==> src/include/vpw_link_pkg.sv <==
// Package: constants, types and register map of the VPW link port
`default_nettype none

package vpw_link_pkg;

	// ------------------------------------------------------------
	// Timing
	// ------------------------------------------------------------
	localparam int CLK_NS   = 10;
	localparam int BIT_NS   = 96000;
	localparam int HALF_CYC = (BIT_NS / 2) / CLK_NS;

	// ------------------------------------------------------------
	// Register byte offsets
	// ------------------------------------------------------------
	localparam logic [4:0] OFF_VECTOR = 5'h00;
	localparam logic [4:0] OFF_DATA   = 5'h04;
	localparam logic [4:0] OFF_CTL1   = 5'h08;
	localparam logic [4:0] OFF_CTL2   = 5'h0c;
	localparam logic [4:0] OFF_STATUS = 5'h10;
	localparam logic [4:0] OFF_MASK   = 5'h14;

	// ------------------------------------------------------------
	// Source bits (vector code is index plus one)
	// ------------------------------------------------------------
	localparam int NUM_SRC   = 8;
	localparam int SRC_EOF   = 0;
	localparam int SRC_RESPONSE_BYTE_RECEIVED = 1;
	localparam int SRC_RX_FULL_FLAG  = 2;
	localparam int SRC_TX_EMPTY_FLAG  = 3;
	localparam int SRC_LOA   = 4;
	localparam int SRC_CRC   = 5;
	localparam int SRC_SYM   = 6;
	localparam int SRC_WAKE  = 7;
	localparam logic [3:0] CODE_RESPONSE_BYTE_RECEIVED = 4'h2;
	localparam logic [3:0] CODE_RX_FULL_FLAG  = 4'h3;
	localparam logic [3:0] CODE_TX_EMPTY_FLAG  = 4'h4;

	// ------------------------------------------------------------
	// Control fields, reset values, CRC
	// ------------------------------------------------------------
	localparam int C1_IRQ_EN = 0;
	localparam int C1_SLEEP  = 1;
	localparam int C2_LOOP   = 0;
	localparam int C2_SEND_END_OF_DATA   = 1;
	localparam int C2_IFR    = 2;
	localparam logic [7:0] MASK_RST = 8'hff;
	localparam logic [7:0] CRC_INIT = 8'hff;
	localparam logic [7:0] CRC_POLY = 8'h1d;
	localparam logic [7:0] CRC_GOOD = 8'hc4;

	typedef enum logic [1:0] {
		TX_IDLE = 2'b00,
		TX_SOF  = 2'b01,
		TX_DATA = 2'b11,
		TX_TAIL = 2'b10
	} tx_state_t;

	typedef struct packed {
		logic        read;
		logic        write;
		logic [4:0]  address;
		logic [3:0]  byteenable;
		logic [31:0] writedata;
	} avmm_req_t;

	typedef struct packed {
		logic [31:0] readdata;
		logic        waitrequest;
	} avmm_rsp_t;

	typedef struct packed {
		logic        wait_r;
		logic [31:0] rdata;
		logic [3:0]  code;
		logic [2:0]  armed;
		logic [7:0]  status;
		logic [7:0]  mask;
		logic [1:0]  ctl1;
		logic [2:0]  ctl2;
		logic        irq;
		tx_state_t   tx_st;
		logic [7:0]  tx_shadow;
		logic        tx_full;
		logic [7:0]  tx_shift;
		logic [3:0]  tx_nb;
		logic        tx_hf;
		logic [15:0] tx_cnt;
		logic        tx_line;
		logic [7:0]  tx_crc;
		logic        tx_last;
		logic        tx_fresh;
		logic        rx_act;
		logic        rx_sof;
		logic        rx_prev;
		logic        rx_hf;
		logic        rx_h0;
		logic [15:0] rx_cnt;
		logic [3:0]  rx_nb;
		logic [7:0]  rx_shift;
		logic [7:0]  rx_crc;
		logic [7:0]  rx_shadow;
	} state_t;

	localparam state_t STATE_RST = '{wait_r: 1'b1, mask: MASK_RST, tx_st: TX_IDLE,
		tx_line: 1'b1, rx_prev: 1'b1, tx_crc: CRC_INIT, rx_crc: CRC_INIT, default: '0};

	function automatic logic [7:0] crc8_step(input logic [7:0] crc, input logic [7:0] d);
		logic [7:0] c;
		c = crc;
		for (int i = 7; i >= 0; i--) begin
			c = (c[7] ^ d[i]) ? ({c[6:0], 1'b0} ^ CRC_POLY) : {c[6:0], 1'b0};
		end
		return c;
	endfunction

endpackage

`default_nettype wire

==> src/logic/vpw_link.sv <==
// Vector register, data buffer and bit engine of the VPW link port
//
// What this block does
// - Vector register shows pending source code times four, zero to 0x20.
// - Highest pending source wins: wakeup, symbol, CRC, arbitration, tx, rx, response, EOF.
// - Vector read clears reported source, except data-buffer conditions.
// - Rx-full and response-byte clear on vector read then data read.
// - Tx-empty clears on vector read then data write, or end-of-data request.
// - Once a source clears the vector shows the next pending one.
// - Data read returns last received byte; read after rx-full.
// - Finished shift register takes the byte from the tx shadow.
// - Tx-empty rises once the first bit of a loaded byte left.
// - Completed rx byte moves to rx shadow and sets rx-full, or response-byte when IFR is set.
// - Next received byte overwrites the rx shadow; software reads in time.
// - Missing tx byte aborts frame mid-byte after two extra one-bits.
// - Receiver reports an aborted frame as invalid symbol.
// - Handler frames, arbitrates, checks CRC and detects errors.
// - Interrupt asserts only while the interrupt enable bit is set.
// - Loopback select feeds the receiver from tx line or rx line.
`timescale 1ns/10ps
`default_nettype none

module vpw_link
	import vpw_link_pkg::*;
#(
	parameter int HALF_CYCLES = HALF_CYC
) (
	// Clock, reset, enable
	input  wire logic      ref_clk,
	input  wire logic      rst_n,
	input  wire logic      clk_en,
	// Register bus
	input  wire avmm_req_t bus_req,
	output var avmm_rsp_t  bus_rsp,
	// Link lines
	input  wire logic      phy_rx_line,
	output var logic       phy_tx_line,
	// Interrupt
	output var logic       irq
);

	localparam logic [15:0] HALF_M1  = 16'(HALF_CYCLES - 1);
	localparam logic [15:0] HALF_MID = 16'(HALF_CYCLES / 2);

	state_t      s_r;
	state_t      s_nxt;
	logic        acc;
	logic        rxd;
	logic        load_next;
	logic        rx_byte_done;
	logic [7:0]  pend;
	logic [7:0]  set_ev;
	logic [7:0]  clr_ev;
	logic [3:0]  top_code;
	logic [31:0] rd_mux;

	assign bus_rsp.readdata    = s_r.rdata;
	assign bus_rsp.waitrequest = s_r.wait_r;
	assign phy_tx_line         = s_r.tx_line;
	assign irq                 = s_r.irq;

	// ------------------------------------------------------------
	// Source priority
	// ------------------------------------------------------------
	assign pend = s_r.status & s_r.mask;

	always_comb begin
		top_code = 4'h0;
		for (int i = 0; i < NUM_SRC; i++) begin
			if (pend[i]) begin
				top_code = 4'(i + 1);
			end
		end
	end

	// ------------------------------------------------------------
	// Read mux
	// ------------------------------------------------------------
	always_comb begin
		case (bus_req.address)
			OFF_VECTOR: rd_mux = {26'h0, top_code, 2'b00};
			OFF_DATA:   rd_mux = {24'h0, s_r.rx_shadow};
			OFF_CTL1:   rd_mux = {30'h0, s_r.ctl1};
			OFF_CTL2:   rd_mux = {29'h0, s_r.ctl2};
			OFF_STATUS: rd_mux = {24'h0, s_r.status};
			OFF_MASK:   rd_mux = {24'h0, s_r.mask};
			default:    rd_mux = 32'h0;
		endcase
	end

	assign rxd = s_r.ctl2[C2_LOOP] ? s_r.tx_line : phy_rx_line;
	assign acc = (bus_req.read | bus_req.write) & ~s_r.wait_r & clk_en;

	// ------------------------------------------------------------
	// Next state
	// ------------------------------------------------------------
	always_comb begin
		s_nxt        = s_r;
		set_ev       = 8'h0;
		clr_ev       = 8'h0;
		load_next    = 1'b0;
		rx_byte_done = 1'b0;

		// Transmitter
		if (s_r.tx_st != TX_IDLE) begin
			s_nxt.tx_cnt = s_r.tx_cnt - 16'h1;
		end
		case (s_r.tx_st)
			TX_IDLE: begin
				s_nxt.tx_line = 1'b1;
				if (s_r.tx_full && !s_r.rx_act && rxd) begin
					s_nxt.tx_st   = TX_SOF;
					s_nxt.tx_line = 1'b0;
					s_nxt.tx_cnt  = HALF_M1;
					s_nxt.tx_hf   = 1'b0;
					s_nxt.tx_crc  = CRC_INIT;
					s_nxt.tx_last = 1'b0;
				end
			end
			TX_SOF: begin
				if (s_r.tx_cnt == 16'h0) begin
					s_nxt.tx_cnt = HALF_M1;
					s_nxt.tx_hf  = 1'b1;
					load_next    = s_r.tx_hf;
				end
			end
			TX_DATA, TX_TAIL: begin
				if (s_r.tx_cnt == 16'h0) begin
					s_nxt.tx_cnt = HALF_M1;
					if (!s_r.tx_hf) begin
						s_nxt.tx_hf   = 1'b1;
						s_nxt.tx_line = ~s_r.tx_shift[7];
					end else begin
						s_nxt.tx_hf    = 1'b0;
						s_nxt.tx_shift = {s_r.tx_shift[6:0], 1'b0};
						s_nxt.tx_nb    = s_r.tx_nb - 4'h1;
						s_nxt.tx_line  = s_r.tx_shift[6];
						// first bit of a fresh byte is out
						if (s_r.tx_fresh) begin
							s_nxt.tx_fresh   = 1'b0;
							set_ev[SRC_TX_EMPTY_FLAG] = 1'b1;
						end
						if (s_r.tx_nb == 4'h1) begin
							if (s_r.tx_st == TX_TAIL) begin
								s_nxt.tx_st   = TX_IDLE;
								s_nxt.tx_line = 1'b1;
							end else begin
								load_next = 1'b1;
							end
						end
					end
				end
			end
			default: begin
				s_nxt.tx_st   = TX_IDLE;
				s_nxt.tx_line = 1'b1;
			end
		endcase

		if (load_next) begin
			s_nxt.tx_st  = TX_DATA;
			s_nxt.tx_nb  = 4'h8;
			s_nxt.tx_hf  = 1'b0;
			s_nxt.tx_cnt = HALF_M1;
			if (s_r.tx_full) begin
				s_nxt.tx_shift = s_r.tx_shadow;
				s_nxt.tx_full  = 1'b0;
				s_nxt.tx_fresh = 1'b1;
				s_nxt.tx_crc   = crc8_step(s_r.tx_crc, s_r.tx_shadow);
			end else if (s_r.ctl2[C2_SEND_END_OF_DATA] && !s_r.tx_last) begin
				s_nxt.tx_shift      = ~s_r.tx_crc;
				s_nxt.tx_last       = 1'b1;
				s_nxt.ctl2[C2_SEND_END_OF_DATA] = 1'b0;
			end else if (s_r.tx_last) begin
				s_nxt.tx_st = TX_IDLE;
			end else begin
				// underrun, two one-bits then release mid-byte
				s_nxt.tx_st    = TX_TAIL;
				s_nxt.tx_shift = 8'hff;
				s_nxt.tx_nb    = 4'h2;
			end
			s_nxt.tx_line = (s_nxt.tx_st == TX_IDLE) | s_nxt.tx_shift[7];
		end

		// arbitration, passive driven but dominant seen
		if ((s_r.tx_st == TX_SOF || s_r.tx_st == TX_DATA) && s_r.tx_cnt == HALF_MID
			&& s_r.tx_line && !rxd) begin
			s_nxt.tx_st     = TX_IDLE;
			s_nxt.tx_line   = 1'b1;
			s_nxt.tx_fresh  = 1'b0;
			set_ev[SRC_LOA] = 1'b1;
		end

		// Receiver
		s_nxt.rx_prev = rxd;
		if (!s_r.rx_act) begin
			if (s_r.rx_prev && !rxd) begin
				s_nxt.rx_act = 1'b1;
				s_nxt.rx_sof = 1'b1;
				s_nxt.rx_hf  = 1'b0;
				s_nxt.rx_cnt = HALF_MID;
				s_nxt.rx_nb  = 4'h0;
				s_nxt.rx_crc = CRC_INIT;
			end
		end else if (s_r.rx_cnt != 16'h0) begin
			s_nxt.rx_cnt = s_r.rx_cnt - 16'h1;
		end else if (!s_r.rx_hf) begin
			s_nxt.rx_cnt = HALF_M1;
			s_nxt.rx_hf  = 1'b1;
			s_nxt.rx_h0  = rxd;
		end else begin
			s_nxt.rx_cnt = HALF_M1;
			s_nxt.rx_hf  = 1'b0;
			if (s_r.rx_h0 != rxd && !s_r.rx_sof) begin
				s_nxt.rx_shift = {s_r.rx_shift[6:0], s_r.rx_h0};
				s_nxt.rx_nb    = s_r.rx_nb + 4'h1;
				if (s_r.rx_nb == 4'h7) begin
					rx_byte_done    = 1'b1;
					s_nxt.rx_nb     = 4'h0;
					s_nxt.rx_shadow = s_nxt.rx_shift;
					s_nxt.rx_crc    = crc8_step(s_r.rx_crc, s_nxt.rx_shift);
					if (s_r.ctl2[C2_IFR]) begin
						set_ev[SRC_RESPONSE_BYTE_RECEIVED] = 1'b1;
					end else begin
						set_ev[SRC_RX_FULL_FLAG] = 1'b1;
					end
				end
			end else if (!s_r.rx_h0 && !rxd && s_r.rx_sof) begin
				s_nxt.rx_sof     = 1'b0;
				set_ev[SRC_WAKE] = s_r.ctl1[C1_SLEEP];
			end else if (s_r.rx_h0 && rxd && !s_r.rx_sof && s_r.rx_nb == 4'h0) begin
				s_nxt.rx_act = 1'b0;
				if (s_r.rx_crc == CRC_GOOD) begin
					set_ev[SRC_EOF] = 1'b1;
				end else begin
					set_ev[SRC_CRC] = 1'b1;
				end
			end else begin
				s_nxt.rx_act    = 1'b0;
				set_ev[SRC_SYM] = 1'b1;
			end
		end

		// Register bus
		s_nxt.wait_r = ~((bus_req.read | bus_req.write) & s_r.wait_r);
		if (bus_req.read && s_r.wait_r) begin
			s_nxt.rdata = rd_mux;
			s_nxt.code  = top_code;
		end
		if (acc && bus_req.read && bus_req.address == OFF_VECTOR) begin
			case (s_r.code)
				4'h0:       s_nxt.armed = s_r.armed;
				CODE_RESPONSE_BYTE_RECEIVED: s_nxt.armed[0] = 1'b1;
				CODE_RX_FULL_FLAG:  s_nxt.armed[1] = 1'b1;
				CODE_TX_EMPTY_FLAG:  s_nxt.armed[2] = 1'b1;
				default:    clr_ev[3'(s_r.code - 4'h1)] = 1'b1;
			endcase
		end
		if (acc && bus_req.read && bus_req.address == OFF_DATA) begin
			clr_ev[SRC_RX_FULL_FLAG]  = s_r.armed[1];
			clr_ev[SRC_RESPONSE_BYTE_RECEIVED] = s_r.armed[0];
			s_nxt.armed[1:0]  = 2'b00;
		end
		if (acc && bus_req.write && bus_req.byteenable[0]) begin
			case (bus_req.address)
				OFF_DATA: begin
					s_nxt.tx_shadow = bus_req.writedata[7:0];
					s_nxt.tx_full   = 1'b1;
					clr_ev[SRC_TX_EMPTY_FLAG] = s_r.armed[2];
					s_nxt.armed[2]   = 1'b0;
				end
				OFF_CTL1: s_nxt.ctl1 = bus_req.writedata[1:0];
				OFF_CTL2: begin
					s_nxt.ctl2 = bus_req.writedata[2:0] | {1'b0, s_nxt.ctl2[C2_SEND_END_OF_DATA], 1'b0};
					if (bus_req.writedata[C2_SEND_END_OF_DATA]) begin
						clr_ev[SRC_TX_EMPTY_FLAG] = 1'b1;
						s_nxt.armed[2]   = 1'b0;
					end
				end
				OFF_STATUS: begin
					clr_ev = clr_ev | bus_req.writedata[7:0];
					// a source cleared by software drops its pending arm
					s_nxt.armed = s_r.armed & ~{bus_req.writedata[SRC_TX_EMPTY_FLAG],
						bus_req.writedata[SRC_RX_FULL_FLAG], bus_req.writedata[SRC_RESPONSE_BYTE_RECEIVED]};
				end
				OFF_MASK:   s_nxt.mask = bus_req.writedata[7:0];
				default:    s_nxt.mask = s_r.mask;
			endcase
		end

		// sources kept independently, set wins over clear
		s_nxt.status = (s_r.status & ~clr_ev) | set_ev;
		s_nxt.irq = s_nxt.ctl1[C1_IRQ_EN] & |(s_nxt.status & s_nxt.mask);
	end

	always_ff @(posedge ref_clk) begin
		if (!rst_n) begin
			s_r <= STATE_RST;
		end else if (clk_en) begin
			s_r <= s_nxt;
		end
	end
endmodule

`default_nettype wire

==> config.mk <==
export PLATFORM = sky130hd
export DESIGN_NAME = vpw_link
export DESIGN_NICKNAME = d
export VERILOG_FILES = /design/src/include/vpw_link_pkg.sv /design/src/logic/vpw_link.sv
export SDC_FILE = /design/constraint.sdc
export NUM_CORES = 1
export LEC_CHECK = 0
export BUFFER_PORTS_ARGS = -buffer_cell sky130_fd_sc_hd__buf_2
export CAP_MARGIN = 20
export CELL_PAD_IN_SITES_DETAIL_PLACEMENT = 2
export CELL_PAD_IN_SITES_GLOBAL_PLACEMENT = 2
export CORE_UTILIZATION = 31
export CTS_CLUSTER_DIAMETER = 100
export DETAILED_ROUTE_END_ITERATION = 6
export GPL_ROUTABILITY_DRIVEN = 1
export PLACE_DENSITY_LB_ADDON = 0.1
export SETUP_SLACK_MARGIN = 0.5
export SLEW_MARGIN = 10
export SYNTH_ARGS = -nofsm -noshare
export SYNTH_HDL_FRONTEND = slang
export SYNTH_SLANG_ARGS = --single-unit
==> constraint.sdc <==
create_clock -name ref_clk -period 2.4 [get_ports ref_clk]
set_clock_uncertainty 0.05 [all_clocks]
set_input_delay 0.12 -clock ref_clk [delete_from_list [all_inputs] [get_ports ref_clk]]
set_output_delay 0.12 -clock ref_clk [all_outputs]
set_load 0.005 [all_outputs]
; Word level (Yosys, flattened, before mapping)
; Cells that the tools add are included.
[op_classes]
n_reduce_logical = 58
add_sub_neg = 5
bitwise_logic = 53
muxes = 148
eq_ne = 30
magnitude_cmp = 2
[op_table]
columns = operator, n
row1 = two-way mux 28 bit, 3
row2 = two-way mux 5 bit, 16
row3 = two-way mux 8 bit, 10
row4 = NOT 4 bit, 16
row5 = two-way mux 1 bit, 51
row6 = one-hot mux 17 bit (3 select lines), 1
row7 = two-way mux 2 bit, 25
row8 = two-way mux 16 bit, 3
row9 = one-hot mux 8 bit (6 select lines), 1
row10 = two-way mux 41 bit, 1
row11 = two-way mux 20 bit, 2
row12 = two-way mux 4 bit, 10
row13 = two-way mux 12 bit, 3
row14 = two-way mux 3 bit, 11
row15 = subtractor 16 x 1 -> 16 bit (second input constant), 2
row16 = two-way mux 30 bit, 1
row17 = two-way mux 27 bit, 1
row18 = AND 8 bit, 3
row19 = logical AND 1 bit, 20
row20 = != test 4 bit (second input constant), 5
row21 = AND reduction 6 bit, 3
row22 = two-way mux 17 bit, 1
row23 = == test 16 x 12 -> 1 bit (second input constant), 1
row24 = logical NOT 16 bit, 1
row25 = other kinds (49), 105
[word_totals]
input_bits = 47
ff_bits = 162
out_inout_bits = 35
wordCells = 328

; Longest topological paths before layout
[depth]
ltp_word = 21
mapped_depth = 11
depth_no_buf = 9

; Worst setup path after synthesis
; No wires, ideal clock.
[synth_timing]
path_kind = reg-to-reg
startpoint = reg s_r[28] (netlist name)
endpoint = reg s_r[24] (netlist name)
period_less_slack_ns = 2.265
setup_time_ns = 0.115
arrival_ns = 2.101
required_ns = 2.235
stages_incl_launch_ff = 10
path_buffers = 0
slack_ns = 0.135
cell_sequence = dfxtp_1 > inv_1 > ha_1 > or3b_1 > nor3_2 > nand4_1 > or3_1 > a21oi_2 > nand2b_1 > nor2_1
[synth_between]
elab_chain_cells = 3
[synth_lines]
columns = item, line_no
row1 = from (decl), vpw_link.sv:45  ; state_t s_r;
row2 = from (signal assigned), vpw_link.sv:300  ; s_r <= s_nxt;
row3 = nonzero test 16 bit, vpw_link.sv:205  ; end else if (s_r.rx_cnt != 16'h0) begin
row4 = != test 2 bit (no source line), n/a
row5 = AND reduction 5 bit (no source line), n/a
; No other way between the ends.
; A chain may end at the register's enable or synchronous reset.

; Final worst setup path
[layout_timing]
startpoint = reg s_r[28] (netlist name)
endpoint = reg s_r[8] (netlist name)
[layout_between]
elab_chain_cells = 3
[layout_lines]
columns = item, line_no
row1 = nonzero test 16 bit, vpw_link.sv:205
row2 = != test 2 bit (no source line), n/a
row3 = AND reduction 6 bit (no source line), n/a
; No other way between the ends.

==> flow_metrics.tcl <==
set metrics [dict create \
    critPathMaxFanout 8 \
    switching_share 0.266 \
    outcome "finished, final reports clean" \
    hp-class "in2reg" \
    pwr-share-comb 0.123 \
    drt_iter0_drc 363 \
    max_clock_freq_mhz 429 \
    p_clk_frac 0.466 \
    drive_above_1_share 0.340 \
    startpoint_type "flip-flop" \
    io_pins 82 \
    grt_usage 0.226 \
    fin_crit_sh 0.972 \
    drt-wirelength-per-cell_um 21.6 \
    synth-seq-cells 137 \
    synth_warnings 0 \
    antenna_found_initial 0 \
    grt_pass1_vias 7793 \
    area_delta_synth_final_pct 37.9 \
    synth_cell_type_count 78 \
    firstDrtPassIters 4 \
    finalHoldViolations 0 \
    cp_num_buf_inv 2 \
    yosys_most_used_dff "dfxtp_1" \
    fillers 2607 \
    synthCells 966 \
    cts_sinks 137 \
    die_y_um 158 \
    cell_internal_pwr_mw 4.24 \
    cpLargestDelayFamily "simple AND/OR/NAND/NOR gates" \
    insertion_delay_ns 0.43 \
    avgSynthCellArea_sq_um 7.85 \
    crit_required_ns 2.72 \
    gp_congestion 0.818 \
    arrival_ns 2.66 \
    end_kind "flip-flop" \
    synth_area_sq_mm 0.00758 \
    clk_pin_slew_worst_paths_ns 0.06 \
    tightestPinTransition_ns 0.695 \
    ant_nets 0 \
    final_util 0.440 \
    min_period_ns 2.33 \
    p_leak_nw 3.85 \
    via_per_inst 5.38 \
    powerDensity_mw_per_mm2 553 \
    maxCapViolations 0 \
    initial_utilization 0.319 \
    yosysTopAreaCellShare 0.362 \
    io_buffers 30 \
    grt_pass1_wl_um 43400 \
    yosys.area.top_type "dfxtp_1" \
    seq_area_frac_synth 0.362 \
    wirelength_um 30200 \
    synthTopCellsByArea "dfxtp_1, nand2_1, a21oi_1" \
    nNetsFinal 1125 \
    row_count 56 \
    crit_slowest_cell "or3b_4" \
    synth_edf_count 0 \
    gr-total-overflow 0 \
    critPathMaxStageDelay_ns 0.40 \
    die_w_um 158 \
    clk_path_buf_depth 2 \
    cts_tree "built" \
    relSlewSlack 0.535 \
    dieArea_sq_mm 0.0251 \
    drc_errors 0 \
    p_switching_mw 1.54 \
    critPathKind "reg2reg" \
    cts_max_level 4 \
    n_antenna_cell 0 \
    setup_violations 0 \
    clockRootBuffer "clkbuf_16" \
    vias 7508 \
    crit_chain "inv_4 -> ha_4 -> or3b_4 -> nor3_4 -> nand4_1 -> or3_4 -> a21oi_4 -> buf_6 -> o22ai_1 -> nand2_1" \
    rsz0062_at_grt "yes" \
    power_frac_seq 0.411 \
    grt_max_degree 69 \
    maxSlewViolCount 0 \
    cts_buffers 17 \
    core_sq_mm 0.0238 \
    hold-worst-slack_ns 0.0186 \
    detailed_place_hpwl_um 18700 \
    irDropWorstVdd_mv 0.354 \
    ys_async_sr_fraction 0 \
]
worst paths after layout:
kind | from | end | slack [ns] | cells past startpoint
worst max-delay path | s_r[28]$_SDFFE_PN0P_ | s_r[8]$_SDFFE_PN1P_ | 0.07 | 10
worst min-delay path | bus_req[42] | bus_rsp[0]$_SDFFE_PN1P_ | 0.02 | 4
worst max register to register | s_r[28]$_SDFFE_PN0P_ | s_r[8]$_SDFFE_PN1P_ | 0.07 | 10
worst min register to register | s_r[42]$_SDFFE_PN0P_ | s_r[42]$_SDFFE_PN0P_ | 0.43 | 2
logic make-up (layout without fill, tap and decap cells):
logic type      after synthesis  in the layout  synth area share
simple gates                376            379             0.238
compound gates              243            243             0.202
flops                       137            137             0.362
buf+inv                     110            195            0.0731
xor+xnor                     64             64            0.0739
mux                          24             24            0.0328
fa+ha+maj                    11             11            0.0181
other cells                   1             24          0.000494
cell usage after synthesis (6+ instances only):
cell type	count
a22oi_1	14
nand4_1	15
a21oi_1	87
and3_1	10
dfxtp_1	137
o21ai_0	41
nor2_1	89
nor3_1	24
nor3b_1	6
and2_1	9
clkbuf_1	40
mux2i_1	19
xor2_1	19
xnor2_1	45
buf_4	35
a31oi_1	8
ha_1	11
a32oi_1	6
nand2_1	148
a211oi_1	15
nor4_1	6
o22ai_1	17
nand3_1	26
inv_1	25
buf_2	8
flip-flops by register name, indices dropped and copies added (netlist names):
register	flops
irq	1
s_r	126
bus_rsp	9
phy_tx_line	1
routing by layer:
layer  vias to the layer above  wire length [um]  global-route usage  share of wire
met4                         0               603              0.0641          0.020
met3                        41               535              0.0359          0.018
met1                      3809             13500               0.279           0.45
met2                        95             15500               0.403           0.51
li1                       3563                 -                   -              -
met5                         -                 0                   0              0
area by class of cell:
| type | count | area [sq um] | area share |
|---|---|---|---|
| Multi-Input combinational cell | 745 | 5500 | 0.526 |
| Clock inverter | 9 | 126 | 0.0121 |
| Inverter | 27 | 106 | 0.0102 |
| Tap cell | 319 | 399 | 0.0382 |
| Clock buffer | 20 | 447 | 0.0427 |
| Sequential cell | 137 | 2760 | 0.263 |
| Timing Repair Buffer | 139 | 1130 | 0.108 |
worst register-to-register path, delay by kind of cell, from the launching register on:
kind                       cells  cell delay [ns]
and+or+nand+nor                5             1.26
DFF                            1             0.35
AOI/OAI and AO/OA              2             0.26
buffers and inverters          2             0.21
adders and majority gates      1             0.14
power by group through the flow:
stage | sequential [mW] | combinational (mW) | clock [mW]
2_1_floorplan | 2.41 | 0.387 | 0
3_3_place_gp | 2.42 | 0.576 | 0
3_5_place_dp | 2.42 | 0.585 | 0
4_1_cts | 2.37 | 0.643 | 2.73
5_1_grt | 2.38 | 0.777 | 2.83
6_report | 2.37 | 0.713 | 2.69
layout by cell type, fill, tap and decap left out, types with 6 or more instances in the layout:
cell	instances
nor2_4	10
buf_2	30
xor2_1	15
a22oi_1	8
and3_1	6
a211oi_2	9
nand2_1	110
mux2i_1	19
dfxtp_1	129
dfxtp_2	7
o21ai_0	34
clkbuf_16	17
nand3_1	21
ha_1	8
a21oi_1	56
nand2_4	13
nor3_4	7
nand2_2	25
conb_1	24
nor3_1	16
xnor2_1	40
nand4_1	15
dlygate4sd3_1	8
buf_6	26
a31oi_1	8
a21oi_2	24
and2_1	8
a22oi_2	6
inv_1	20
o22ai_1	9
a21oi_4	8
a211oi_1	6
nor2_1	76
buf_4	71
repair_timing:
| item | CTS | global route |
|---|---|---|
| gates resized for setup | 86 | 160 |
| endpoints found under the hold margin | 10 | 0 |
| gates cloned | 2 | 2 |
| setup endpoints to repair | 87 | 101 |
| setup buffers | 25 | 21 |
| pin swaps | 38 | 81 |
| hold buffers | 8 | 0 |
metrics by stage:
stage / total power [mW] / area (sq um) / worst slack, ns / cells / setup TNS, ns
floorplan: 2.79 / 7900 / 0.200 / 989 / 0
global placement: 3.00 / 8370 / 0.123 / 1309 / 0
detailed placement: 3.01 / 8370 / 0.0791 / 1309 / 0
CTS: 5.74 / 9630 / 0.0777 / 1373 / 0
global route: 5.99 / 10500 / -0.0932 / 1396 / -0.834
finish: 5.78 / 10500 / 0.0664 / 1396 / 0
Power figures use the tool's default switching activity.
